===== src/rtl/dochan_regs.svh =====
// Purpose: Register offsets, field positions and timing figures of the display output channel
// Assumes: 100 MHz system clock, 32-bit register port with byte addresses
// Notes: Definitions only; included by bare name
`ifndef DOCHAN_REGS_SVH
`define DOCHAN_REGS_SVH

// Register byte addresses
`define DOC_ADDR_CTRL 8'h00
`define DOC_ADDR_STATUS 8'h04
`define DOC_ADDR_LEN 8'h08
`define DOC_ADDR_WLO 8'h0C
`define DOC_ADDR_WHI 8'h10
`define DOC_ADDR_WIDX 8'h14
`define DOC_ADDR_OBS 8'h18

// Control fields
`define DOC_CTRL_START 0
`define DOC_CTRL_CLR 1

// Status fields
`define DOC_ST_BUSY 0
`define DOC_ST_ABORT 1
`define DOC_ST_PRESENT 2
`define DOC_ST_DONE 3
`define DOC_ST_EVENT 4

// Word and store geometry
`define DOC_WORD_BITS 56
`define DOC_HI_BITS 24
`define DOC_WORDS 16
`define DOC_BLOCKS 2
`define DOC_LAST_BIT 6'h37
`define DOC_MAX_RETRY 2'h2
`define DOC_ZERO32 32'h0000_0000

// Timing figures in their own units
`define DOC_CLK_NS 10
`define DOC_BIT_NS 2809
`define DOC_STB_NS 500
`define DOC_SLOT_US 5600
`define DOC_FIRST_US 300
`define DOC_ACKWIN_US 4500
`define DOC_TMO_MS 3000

// Derived cycle counts
`define DOC_BIT_CYC (`DOC_BIT_NS / `DOC_CLK_NS)
`define DOC_STB_CYC ((`DOC_STB_NS + `DOC_CLK_NS - 1) / `DOC_CLK_NS)
`define DOC_STB_ON ((`DOC_BIT_CYC - `DOC_STB_CYC) / 2)

`endif


===== src/rtl/dochan_pkg.sv =====
// Purpose: Types shared by the display output channel files
// Assumes: Nothing beyond the register header
// Notes: Gray codes along idle, load, send, wait
package dochan_pkg;

    // Channel sequencer states
    typedef enum logic [2:0] {
        ST_IDLE  = 3'h0,
        ST_LOAD  = 3'h1,
        ST_SEND  = 3'h3,
        ST_WAIT  = 3'h2,
        ST_DUMMY = 3'h6,
        ST_CLEAN = 3'h7,
        ST_DONE  = 3'h5
    } chan_state_t;

    // Lines driven towards the console
    typedef struct packed {
        logic valid;
        logic data;
        logic strobe;
    } link_out_t;

    // Channel status as seen by software
    typedef struct packed {
        logic event_seen;
        logic done;
        logic present;
        logic aborted;
        logic busy;
    } chan_status_t;

endpackage


===== src/rtl/display_output_channel.sv =====
// Purpose: Output channel sending stored display words bit-serially to a display console
// Assumes: Console word-request line is asynchronous; link lines are registered outputs
// Behaviour
// - Status shows whether the channel is transmitting.
// - Unacknowledged word is resent with normal framing about 5.6 ms later.
// - Acknowledged resend resumes the ordinary word-by-word sequence.
// - A failed first resend leads to a second resend of the same word.
// - After failed second resend wait 5.6 ms, raise word-valid one word, then abort.
// - Word-request stuck high runs the retry path to abort.
// - Word-request low between load and first word aborts the message.
// - No new request within 3 s after an acknowledged word aborts.
// - After abort the channel ignores word-request and sends no more words.
// - Abort marks remaining blocks obsolete, enters error state, raises display event.
// - Status tells successful end from abort.
// - Status shows console present while word-request is high.
// - Next word starts at a 5.6 ms multiple after the previous word ended.
// - Word-valid high during data, dropped at the end of the 56th bit.
// - Last acknowledged word marks its block obsolete, ends transmission, raises event.
//
// Chosen here: the register addresses and the strobed register port.
`timescale 1ns/1ps
`include "dochan_regs.svh"
`default_nettype none
module display_output_channel #(
    parameter int unsigned SLOT_CYC = `DOC_SLOT_US * 1000 / `DOC_CLK_NS,
    parameter int unsigned FIRST_CYC = `DOC_FIRST_US * 1000 / `DOC_CLK_NS,
    parameter int unsigned ACKWIN_CYC = `DOC_ACKWIN_US * 1000 / `DOC_CLK_NS,
    parameter int unsigned TMO_CYC = 32'(`DOC_TMO_MS * 64'd1000000 / `DOC_CLK_NS)
) (
    // Clock and reset
    input wire logic CLK_SYS_I,
    input wire logic RST_N_I,
    // Register port
    input wire logic [7:0] ADDR_I,
    input wire logic [31:0] WDATA_I,
    input wire logic WR_I,
    input wire logic RD_I,
    output logic [31:0] RDATA_O,
    // Console link
    output logic WORD_VALID_LINE_O,
    output logic SERIAL_WORD_LINE_O,
    output logic BIT_STROBE_LINE_O,
    input wire logic WORD_REQUEST_LINE_I,
    // Display event towards the processor
    output logic DISPLAY_INT_O
);
    import dochan_pkg::*;

    localparam logic [8:0] BIT_LAST = 9'(`DOC_BIT_CYC - 1);
    localparam logic [8:0] STB_ON = 9'(`DOC_STB_ON);
    localparam logic [8:0] STB_OFF = 9'(`DOC_STB_ON + `DOC_STB_CYC);

    // Word store, two blocks of eight words
    logic [`DOC_WORD_BITS-1:0] mem_q [`DOC_WORDS];
    logic [31:0] wlo_q;
    logic [3:0] wr_idx_q;
    logic [4:0] len_q;

    chan_state_t state_q;
    logic [31:0] timer_q;
    logic [31:0] slot_q;
    logic [8:0] phase_q;
    logic [5:0] bit_q;
    logic [`DOC_WORD_BITS-1:0] shift_q;
    logic [3:0] widx_q;
    logic [1:0] retry_q;
    logic acked_q;
    logic [`DOC_BLOCKS-1:0] obsolete_q;
    chan_status_t status_q;
    link_out_t link_q;
    logic int_q;
    logic [31:0] rdata_q;
    logic req_s;

    logic start_w;
    logic clr_w;
    logic word_end;
    logic slot_end;
    logic last_word;
    logic [3:0] next_idx;

    // Register write decode
    function automatic logic wr_hit(input logic [7:0] a);
        wr_hit = WR_I && (ADDR_I == a);
    endfunction

    // Request line crosses into the system clock domain
    dochan_sync u_req_sync (
        .clk_i(CLK_SYS_I),
        .rst_n_i(RST_N_I),
        .d_i(WORD_REQUEST_LINE_I),
        .q_o(req_s)
    );

    assign start_w = wr_hit(`DOC_ADDR_CTRL) && WDATA_I[`DOC_CTRL_START];
    assign clr_w = wr_hit(`DOC_ADDR_CTRL) && WDATA_I[`DOC_CTRL_CLR];
    assign word_end = (phase_q == BIT_LAST) && (bit_q == `DOC_LAST_BIT);
    assign slot_end = (slot_q == SLOT_CYC - 1);
    assign last_word = ({1'b0, widx_q} == len_q - 5'h01);
    assign next_idx = widx_q + 4'h1;

    // Software loading of the word store and message length
    always_ff @(posedge CLK_SYS_I) begin
        if (!RST_N_I) begin
            wlo_q <= `DOC_ZERO32;
            wr_idx_q <= 4'h0;
            len_q <= 5'h00;
        end else begin
            if (wr_hit(`DOC_ADDR_WLO)) begin
                wlo_q <= WDATA_I;
            end
            if (wr_hit(`DOC_ADDR_WIDX)) begin
                wr_idx_q <= WDATA_I[3:0];
            end else if (wr_hit(`DOC_ADDR_WHI)) begin
                wr_idx_q <= wr_idx_q + 4'h1; // Auto-advance for streaming loads
            end
            if (wr_hit(`DOC_ADDR_LEN) && state_q == ST_IDLE) begin
                len_q <= WDATA_I[4:0];
            end
        end
    end

    // Store array has no reset; words are written before a message starts
    always_ff @(posedge CLK_SYS_I) begin
        if (wr_hit(`DOC_ADDR_WHI)) begin
            mem_q[wr_idx_q] <= {WDATA_I[`DOC_HI_BITS-1:0], wlo_q};
        end
    end

    // Sequencer with its interval counters
    always_ff @(posedge CLK_SYS_I) begin
        if (!RST_N_I) begin
            state_q <= ST_IDLE;
            timer_q <= `DOC_ZERO32;
            slot_q <= `DOC_ZERO32;
            phase_q <= 9'h000;
            bit_q <= 6'h00;
            shift_q <= '0;
            widx_q <= 4'h0;
            retry_q <= 2'h0;
            acked_q <= 1'b0;
            obsolete_q <= '0;
        end else begin
            case (state_q)
                ST_IDLE: begin
                    // Request line is ignored here, also after an abort
                    if (start_w && len_q != 5'h00) begin
                        state_q <= ST_LOAD;
                        timer_q <= `DOC_ZERO32;
                        widx_q <= 4'h0;
                        retry_q <= 2'h0;
                        obsolete_q <= '0;
                    end
                end
                ST_LOAD: begin
                    timer_q <= timer_q + 32'h1;
                    if (!req_s) begin
                        state_q <= ST_CLEAN; // Console vanished before first word
                    end else if (timer_q == SLOT_CYC + FIRST_CYC - 1) begin
                        state_q <= ST_SEND;
                        shift_q <= mem_q[widx_q];
                        phase_q <= 9'h000;
                        bit_q <= 6'h00;
                    end
                end
                ST_SEND, ST_DUMMY: begin
                    // Bits go out least significant first, one per bit period
                    if (phase_q == BIT_LAST) begin
                        phase_q <= 9'h000;
                        bit_q <= bit_q + 6'h01;
                        shift_q <= shift_q >> 1;
                    end else begin
                        phase_q <= phase_q + 9'h001;
                    end
                    if (word_end) begin
                        timer_q <= `DOC_ZERO32;
                        slot_q <= `DOC_ZERO32;
                        acked_q <= 1'b0;
                        state_q <= (state_q == ST_DUMMY) ? ST_CLEAN : ST_WAIT;
                    end
                end
                ST_WAIT: begin
                    timer_q <= timer_q + 32'h1;
                    slot_q <= slot_end ? `DOC_ZERO32 : slot_q + 32'h1;
                    if (!acked_q && !req_s && timer_q < ACKWIN_CYC) begin
                        // Low request inside the window is the acknowledge
                        acked_q <= 1'b1;
                        retry_q <= 2'h0;
                        if (last_word) begin
                            obsolete_q[widx_q[3]] <= 1'b1;
                            state_q <= ST_DONE;
                        end
                    end else if (acked_q && timer_q >= TMO_CYC - 1) begin
                        state_q <= ST_CLEAN; // No new request in time
                    end else if (slot_end && acked_q && req_s) begin
                        // Next word on a slot boundary after the last word ended
                        if (next_idx[3] != widx_q[3]) begin
                            obsolete_q[widx_q[3]] <= 1'b1; // Finished block is released
                        end
                        widx_q <= next_idx;
                        shift_q <= mem_q[next_idx];
                        phase_q <= 9'h000;
                        bit_q <= 6'h00;
                        state_q <= ST_SEND;
                    end else if (slot_end && !acked_q) begin
                        // Stuck-high request or bad word both land here
                        phase_q <= 9'h000;
                        bit_q <= 6'h00;
                        if (retry_q < `DOC_MAX_RETRY) begin
                            retry_q <= retry_q + 2'h1;
                            shift_q <= mem_q[widx_q];
                            state_q <= ST_SEND;
                        end else begin
                            shift_q <= '0;
                            state_q <= ST_DUMMY;
                        end
                    end
                end
                ST_CLEAN: begin
                    obsolete_q <= '1; // Every block left of the message is dropped
                    state_q <= ST_IDLE;
                end
                ST_DONE: begin
                    state_q <= ST_IDLE;
                end
                default: begin
                    state_q <= ST_IDLE;
                end
            endcase
        end
    end

    // Link lines, registered so the console sees clean levels
    always_ff @(posedge CLK_SYS_I) begin
        if (!RST_N_I) begin
            link_q <= '0;
        end else begin
            // Valid covers the whole word, last bit cycle included, so bit 55 is full length
            link_q.valid <= (state_q == ST_SEND) || (state_q == ST_DUMMY);
            link_q.data <= (state_q == ST_SEND) && shift_q[0];
            // Strobe centred in each bit; the closing word before abort has none
            link_q.strobe <= (state_q == ST_SEND) &&
                (phase_q >= STB_ON) && (phase_q < STB_OFF);
        end
    end

    // Channel status and display event; the hardware set wins over a clear
    always_ff @(posedge CLK_SYS_I) begin
        if (!RST_N_I) begin
            status_q <= '0;
            int_q <= 1'b0;
        end else begin
            status_q.busy <= (state_q != ST_IDLE) || start_w;
            status_q.present <= req_s;
            int_q <= (state_q == ST_CLEAN) || (state_q == ST_DONE);
            if (state_q == ST_CLEAN) begin
                status_q.aborted <= 1'b1;
                status_q.event_seen <= 1'b1;
            end else if (state_q == ST_DONE) begin
                status_q.done <= 1'b1;
                status_q.event_seen <= 1'b1;
            end else begin
                if (clr_w) begin
                    status_q.event_seen <= 1'b0;
                end
                if (start_w && state_q == ST_IDLE) begin
                    status_q.aborted <= 1'b0;
                    status_q.done <= 1'b0;
                end
            end
        end
    end

    // Read data stands in the cycle after the read strobe only
    always_ff @(posedge CLK_SYS_I) begin
        if (!RST_N_I) begin
            rdata_q <= `DOC_ZERO32;
        end else if (RD_I) begin
            case (ADDR_I)
                `DOC_ADDR_STATUS: rdata_q <= {27'h0, status_q};
                `DOC_ADDR_LEN: rdata_q <= {27'h0, len_q};
                `DOC_ADDR_WLO: rdata_q <= wlo_q;
                `DOC_ADDR_WIDX: rdata_q <= {28'h0, wr_idx_q};
                `DOC_ADDR_OBS: rdata_q <= {30'h0, obsolete_q};
                default: rdata_q <= `DOC_ZERO32;
            endcase
        end else begin
            rdata_q <= `DOC_ZERO32;
        end
    end

    assign RDATA_O = rdata_q;
    assign WORD_VALID_LINE_O = link_q.valid;
    assign SERIAL_WORD_LINE_O = link_q.data;
    assign BIT_STROBE_LINE_O = link_q.strobe;
    assign DISPLAY_INT_O = int_q;
endmodule
`default_nettype wire


===== src/rtl/dochan_sync.sv =====
// Purpose: Two-stage synchroniser for a level arriving from outside the clock domain
// Assumes: Synchronous active-low reset
// Notes: First stage feeds only the second stage
`timescale 1ns/1ps
`default_nettype none
module dochan_sync (
    // Clock and reset
    input wire logic clk_i,
    input wire logic rst_n_i,
    // Level in and out
    input wire logic d_i,
    output logic q_o
);
    logic meta_q;
    logic sync_q;

    // Two flops; the first one is never looked at by anything else
    always_ff @(posedge clk_i) begin
        if (!rst_n_i) begin
            meta_q <= 1'b0;
            sync_q <= 1'b0;
        end else begin
            meta_q <= d_i;
            sync_q <= meta_q;
        end
    end

    assign q_o = sync_q;
endmodule
`default_nettype wire


===== config.mk =====
export PLATFORM = sky130hd
export DESIGN_NAME = display_output_channel
export DESIGN_NICKNAME = d
export VERILOG_FILES = /design/src/rtl/dochan_pkg.sv /design/src/rtl/display_output_channel.sv /design/src/rtl/dochan_sync.sv
export VERILOG_INCLUDE_DIRS = /design/src /design/src/rtl
export SDC_FILE = /design/constraint.sdc
export NUM_CORES = 2
export LEC_CHECK = 0
export BUFFER_PORTS_ARGS = -buffer_cell sky130_fd_sc_hd__clkbuf_2
export CORE_MARGIN = 4
export CORE_UTILIZATION = 55
export DETAILED_ROUTE_END_ITERATION = 8
export PLACE_DENSITY = 0.71
export SKIP_CTS_REPAIR_TIMING = 1
export SYNTH_ARGS = -nofsm -noshare
export SYNTH_HDL_FRONTEND = slang
export SYNTH_SLANG_ARGS = --single-unit

===== constraint.sdc =====
create_clock -name CLK_SYS_I -period 7.6 [get_ports CLK_SYS_I]
set_input_delay 0.38 -clock CLK_SYS_I [delete_from_list [all_inputs] [get_ports CLK_SYS_I]]
set_output_delay 0.38 -clock CLK_SYS_I [all_outputs]
set_load 0.02 [all_outputs]

After elaboration in Yosys (flattened, before gate mapping)
Memories as Yosys holds them, arrays and structs flattened. A register that Yosys moved wholly into a read port is not among the register bits.
Index checks and enable logic that the tools add are counted.
Widths: inputs -> output; s select.
{"block": "totals", "ff_bits": 231, "ram_bits": 896, "in_bits": 45, "out_inout_bits": 36, "word_cells": 212, "memories": 1}
{"block": "op_classes", "add_sub_neg": 8, "magnitude_cmp": 7, "n_eq_ne": 38, "muxes": 78, "bitwise_logic": 2, "reduce_logical": 53}
{"memory": "mem_q", "words": 16, "width": 56, "rd": 2, "rd_clocked_by_memory_dff": 1, "wr": 1, "line_no": "display_output_channel.sv:54", "rtl": "logic [`DOC_WORD_BITS-1:0] mem_q [`DOC_WORDS];"}
{"operator": "$mux 56", "n": 8}
{"operator": "$pmux 56 s3", "n": 1}
{"operator": "$pmux 32 s5", "n": 1}
{"operator": "$mux 32", "n": 3}
{"operator": "$pmux 32 s3", "n": 1}
{"operator": "$add 32x1->32 const B", "n": 2}
{"operator": "$eq 32x20->1 const B", "n": 2}
{"operator": "$pmux 32 s2", "n": 1}
{"operator": "$mux 9", "n": 7}
{"operator": "$mux 6", "n": 7}
{"operator": "$mux 3", "n": 11}
{"operator": "$ge 32x29->1 const B", "n": 1}
{"operator": "$lt 32x19->1 const B", "n": 1}
{"operator": "$mux 4", "n": 8}
{"operator": "$ne 3x3->1 const B", "n": 9}
{"operator": "$pmux 9 s3", "n": 1}
{"operator": "$eq 8x5->1 const B", "n": 3}
{"operator": "$mux 2", "n": 12}
{"operator": "$logic_and 1x1->1", "n": 21}
{"operator": "$ne 2x2->1 const B", "n": 9}
{"operator": "$pmux 6 s3", "n": 1}
{"operator": "$reduce_and 6->1", "n": 3}
{"operator": "$eq 8x4->1 const B", "n": 2}
{"operator": "$reduce_bool 3->1", "n": 5}
{"operator": "other kinds (40)", "n": 66}

Depth between registers and ports, before layout
{"block": "depth", "ltp_word": 10, "mapped_depth": 10}

By module
A second synthesis with hierarchy kept.
{"block": "hier_totals", "hier_cells": 3123, "area_unflattened_um2": 51459.4}
{"module": "display_output_channel", "n_inst": 1, "cells_each": 3119, "area_each_um2": 51406.8, "seq_area_each_um2": 31570.3}
{"module": "dochan_sync", "n_inst": 1, "cells_each": 4, "area_each_um2": 52.6, "seq_area_each_um2": 40.0}

Worst setup path after synthesis
Ideal clock, no wire load.
{"block": "synth_path", "kind": "input to register", "from": "input ADDR_I[5]", "to": "memory mem_q[3][0] (netlist name), enable pin", "arrival_ps": 5142, "slack_ps": 1920, "path_stages": 5, "n_path_buf": 0, "path_cell_list": "nor3_1 -> nand2_1 -> nor2_1 -> nand2_1 -> nor3_1"}
{"block": "synth_between", "elab_chain_len": 4}
{"item": "start, declared", "line_no": "display_output_channel.sv:34", "rtl": "input wire logic [7:0] ADDR_I,"}
{"item": "$eq 8x5->1", "line_no": "display_output_channel.sv:84", "rtl": "wr_hit = WR_I && (ADDR_I == a);"}
{"item": "$logic_and 1x1->1", "line_no": "display_output_channel.sv:84"}
{"item": "$mux 1", "line_no": "display_output_channel.sv:125", "rtl": "if (wr_hit(`DOC_ADDR_WHI)) begin"}
{"item": "$mux 1", "line_no": "display_output_channel.sv:126", "rtl": "mem_q[wr_idx_q] <= {WDATA_I[`DOC_HI_BITS-1:0], wlo_q};"}
{"item": "end, declared", "line_no": "display_output_channel.sv:54"}
Every way passes these cells.

Worst setup path in the final report
{"block": "layout_path", "from": "register widx_q[0]", "to": "register shift_q[14]"}
{"block": "layout_between", "elab_chain_len": 6}
{"item": "start, declared", "line_no": "display_output_channel.sv:65", "rtl": "logic [3:0] widx_q;"}
{"item": "start signal, assigned", "line_no": "display_output_channel.sv:200", "rtl": "widx_q <= next_idx;"}
{"item": "$add 4x1->4", "line_no": "display_output_channel.sv:100", "rtl": "assign next_idx = widx_q + 4'h1;"}
{"item": "$mem_v2 16x56"}
{"item": "$mux 56", "line_no": "display_output_channel.sv:195", "rtl": "end else if (slot_end && acked_q && req_s) begin"}
{"item": "$mux 56", "line_no": "display_output_channel.sv:193", "rtl": "end else if (acked_q && timer_q >= TMO_CYC - 1) begin"}
{"item": "$mux 56", "line_no": "display_output_channel.sv:185", "rtl": "if (!acked_q && !req_s && timer_q < ACKWIN_CYC) begin"}
{"item": "$pmux 56 s3", "line_no": "display_output_channel.sv:144", "rtl": "case (state_q)"}
{"item": "end signal, assigned", "line_no": "display_output_channel.sv:161", "rtl": "shift_q <= mem_q[widx_q];"}
{"item": "end signal, assigned", "line_no": "display_output_channel.sv:201", "rtl": "shift_q <= mem_q[next_idx];"}
{"item": "end signal, assigned", "line_no": "display_output_channel.sv:211", "rtl": "shift_q <= mem_q[widx_q];"}
{"item": "end, declared", "line_no": "display_output_channel.sv:64", "rtl": "logic [`DOC_WORD_BITS-1:0] shift_q;"}
Every way passes these cells. The select of a mux whose other input is x is not followed.
A chain may end at the register's enable or synchronous reset.

==> metrics.md <==
| Metric | Value |
|---|---|
| Initial antenna violation count | 8 |
| Ports | 81 |
| Cell area power density | 216 nW/um2 |
| Syn Inst Count | 2992 |
| Number of global-route vias before repair | 31516 |
| Cell area after synthesis | 51500 um2 |
| Complex-gate fraction of the synthesized area | 7.11% |
| Synth async-reset ratio | 0% |
| Total Neg Setup Slack | 0 ns |
| Clock latency on the worst-skew pair | 0.70 ns |
| Grt total ovfl | 0 |
| Synth warn | 0 |
| Die W | 314 um |
| Relative slew margins | 21.8% |
| Slew Viols, Final | 0 |
| Yosys top cell by area | edfxtp_1 |
| Count leader, synth | edfxtp_1 |
| Synth Net Count | 3047 |
| Via count | 30540 |
| Largest net degree at the start of global routing | 133 |
| Register area share after synthesis | 61.4% |
| Startpoint types | register |
| Hold Vio Cnt, Final | 0 |
| Period Utilization, post-route | 54.8% |
| Layout area overhead | 10.8% |
| Synth Area in Simple Gates | 5.51% |
| Hold WS | 0.0992 ns |
| Vias per inst | 6.98 |
| Share of cells above drive strength 1 | 29.7% |
| H-tree depth | 3 |
| Adder-Cell Fraction of Synth Area | 0.262% |
| Row count | 111 |
| Core area | 92200 um2 |
| Worst EP arrival | 4.71 ns |
| Worst reg-to-reg setup slack | 3.44 ns |
| Post-layout util | 61.9% |
| R2r endpoint | shift_q[14] |
| Post-DRT Antenna Nets | 0 |
| 1st-pass router iterations | 6 |
| First DRT Iteration DRCs | 3914 |
| Number of synthesized flops with an enable pin | 896 |
| Final WL | 133000 um |
| #FFs+latches synth | 1131 |
| Reg-to-Reg Start | widx_q[0] |
| GRT Util Overall | 27.2% |
| Starting Density | 55.8% |
| GP Congestion | 0.847 |
| PortBufs | 80 |
| Final Net Count | 3083 |
| Yosys top cell area share | 52.3% |
| Reg2reg path depth | 8 |
| Status | finished clean |
| CP Capture Type | register |
| P_leak | 18.2 nW |
| Slew @ Worst Pin | 1.17 ns |
| Critical Path RT | 8.15 ns |
| Synth Flop Type | edfxtp_1 |
| Setup Skew | 0.0254 ns |
| Max-cap viol count | 0 |
| Die H | 314 um |
| Post-synth top cells | 896 x edfxtp_1, 504 x mux4_2, 235 x dfxtp_1 |
| Routed WL per cell | 30.4 um |
| Crit path kind | register to register |
| Clock Sinks | 1131 |
| DIE AREA | 98600 um2 |
| CP endpoint | shift_q[14] |
| Post-synthesis cell type count | 81 |
| Worst hold path type | primary input to register |
| Period minus WS final | 4.16 ns |
| # setup viols final | 0 |
| RSZ-0062 raised after global routing | no |
| Clock Tree Root | clkbuf_16 |
| Final instance area | 57000 um2 |
| Main combinational cell family by area after synthesis | multiplexers |
| Multiplexer share of the synthesized area | 23.3% |
| Crit Path Max Fanout | 63 |
| FMAX | 240 MHz |
| Clk pin slew, worst setup/hold paths | 0.06 ns |
| Num CTS Buffers | 115 |
| CTS Buffer Depth | 3 |
| Residual DRC count | 0 |
| Area after DPL | 53200 um2 |
| XOR/XNOR share of the synthesized area | 0.493% |
| Synth area leaders | edfxtp_1 52%, mux4_2 22%, dfxtp_1 9.1% |
| Avg Cell Area, Syn | 17.2 um2 |
| Dpl hpwl | 72000 um |
| Global-route wire length before repair | 200000 um |
| Max VDD drop | 0.192 mV |
| CTS tree | done |
| CP startpoint | widx_q[0] |
==> layer usage <==
| metal | global-route usage [%] | share of wire (%) | vias up |
|---|---|---|---|
| met5 | 0 | 0.020 | - |
| li1 | - | - | 12645 |
| met4 | 8.80 | 3.3 | 4 |
| met3 | 5.45 | 9.7 | 282 |
| met2 | 44.8 | 49 | 1661 |
| met1 | 36.9 | 37 | 15948 |
==> critical path, cell delays in order, from the launching register on <==
cell	delay (ns)
dfxtp_4	0.95
buf_4	0.92
buf_4	0.73
mux4_2	0.39
nor2b_1	0.14
a211oi_1	0.24
a211oi_1	0.08
a221oi_1	0.34
o2bb2ai_2	0.08
==> cells by family (layout without fill, tap and decap cells) <==
logic type / after synthesis / in the layout
other cells: 0 / 4
fa+ha+maj: 11 / 11
simple gates: 542 / 542
buf+inv: 244 / 382
compound gates: 467 / 467
mux: 568 / 568
xor+xnor: 29 / 29
flops: 1131 / 1131
==> metrics by stage <==
stage                     total power [mW]  worst slack, ns  instances
final                                 12.3             3.44       4377
after global routing                  12.7             3.25       4376
after CTS                             12.4             3.50       4364
after detailed placement              6.90             3.51       4145
after global placement                6.89             3.57       4145
after floorplan                       6.84             1.92       2992
==> registers in the layout, summed over array words and instances, names as in the netlist, 3 cells and up, named ones only <==
name / flops
wr_idx_q: 4
mem_q: 896
slot_q: 32
phase_q: 9
wlo_q: 32
widx_q: 4
bit_q: 6
state_q: 3
shift_q: 56
RDATA_O: 32
timer_q: 32
status_q: 5
len_q: 5
==> worst min path at each step <==
stage / endpoint / cells past startpoint / slack (ns) / from
detailed placement: u_req_sync.q_o / 1 / 0.43 / u_req_sync.meta_q
CTS: u_req_sync.meta_q / 2 / -0.14 / WORD_REQUEST_LINE_I
global placement: u_req_sync.q_o / 1 / 0.43 / u_req_sync.meta_q
finish: status_q[4] / 5 / 0.1 / ADDR_I[6]
global route: status_q[4] / 5 / 0.09 / ADDR_I[1]
floorplan: u_req_sync.q_o / 1 / 0.41 / u_req_sync.meta_q
==> final cells by class <==
class                      count  area, um2
fill                        6552      35200
sequential                  1131      31600
multi-input combinational   1617      19100
clock buffer                 156       3220
tap                         1243       1560
timing repair buffer         145        986
clock inverter                63        529
inverter                      18       67.6
antenna                        4       10.0
==> power by group <==
part           leakage (nW)  switching [mW]  internal, mW
Sequential             11.3          0.0120          6.62
Clock                  1.84            2.35          3.20
Combinational          5.10           0.102        0.0374
==> cells in the final DEF (no fill, tap or decap), types with 22 or more instances in the layout <==
cell       netlist  layout
buf_4            2      50
nand4_1         22      22
clkbuf_2         0      81
edfxtp_1       896     896
a221oi_1        57      57
mux4_2         504     504
nor2_1         109      97
clkinv_2         0      25
clkbuf_1       158      24
a211oi_1       122     122
or3_1           24      23
o21ai_0         52      52
and2_1          33      33
a21oi_1        100     100
nor2b_1         60      60
o2bb2ai_2       50      50
nand2_1        127     126
nor3_1          41      36
dfxtp_1        235     230
nand3_1         37      37
mux2i_1         64      64
clkbuf_16        0     117
Note: power is estimated with default switching activity, not from simulation.
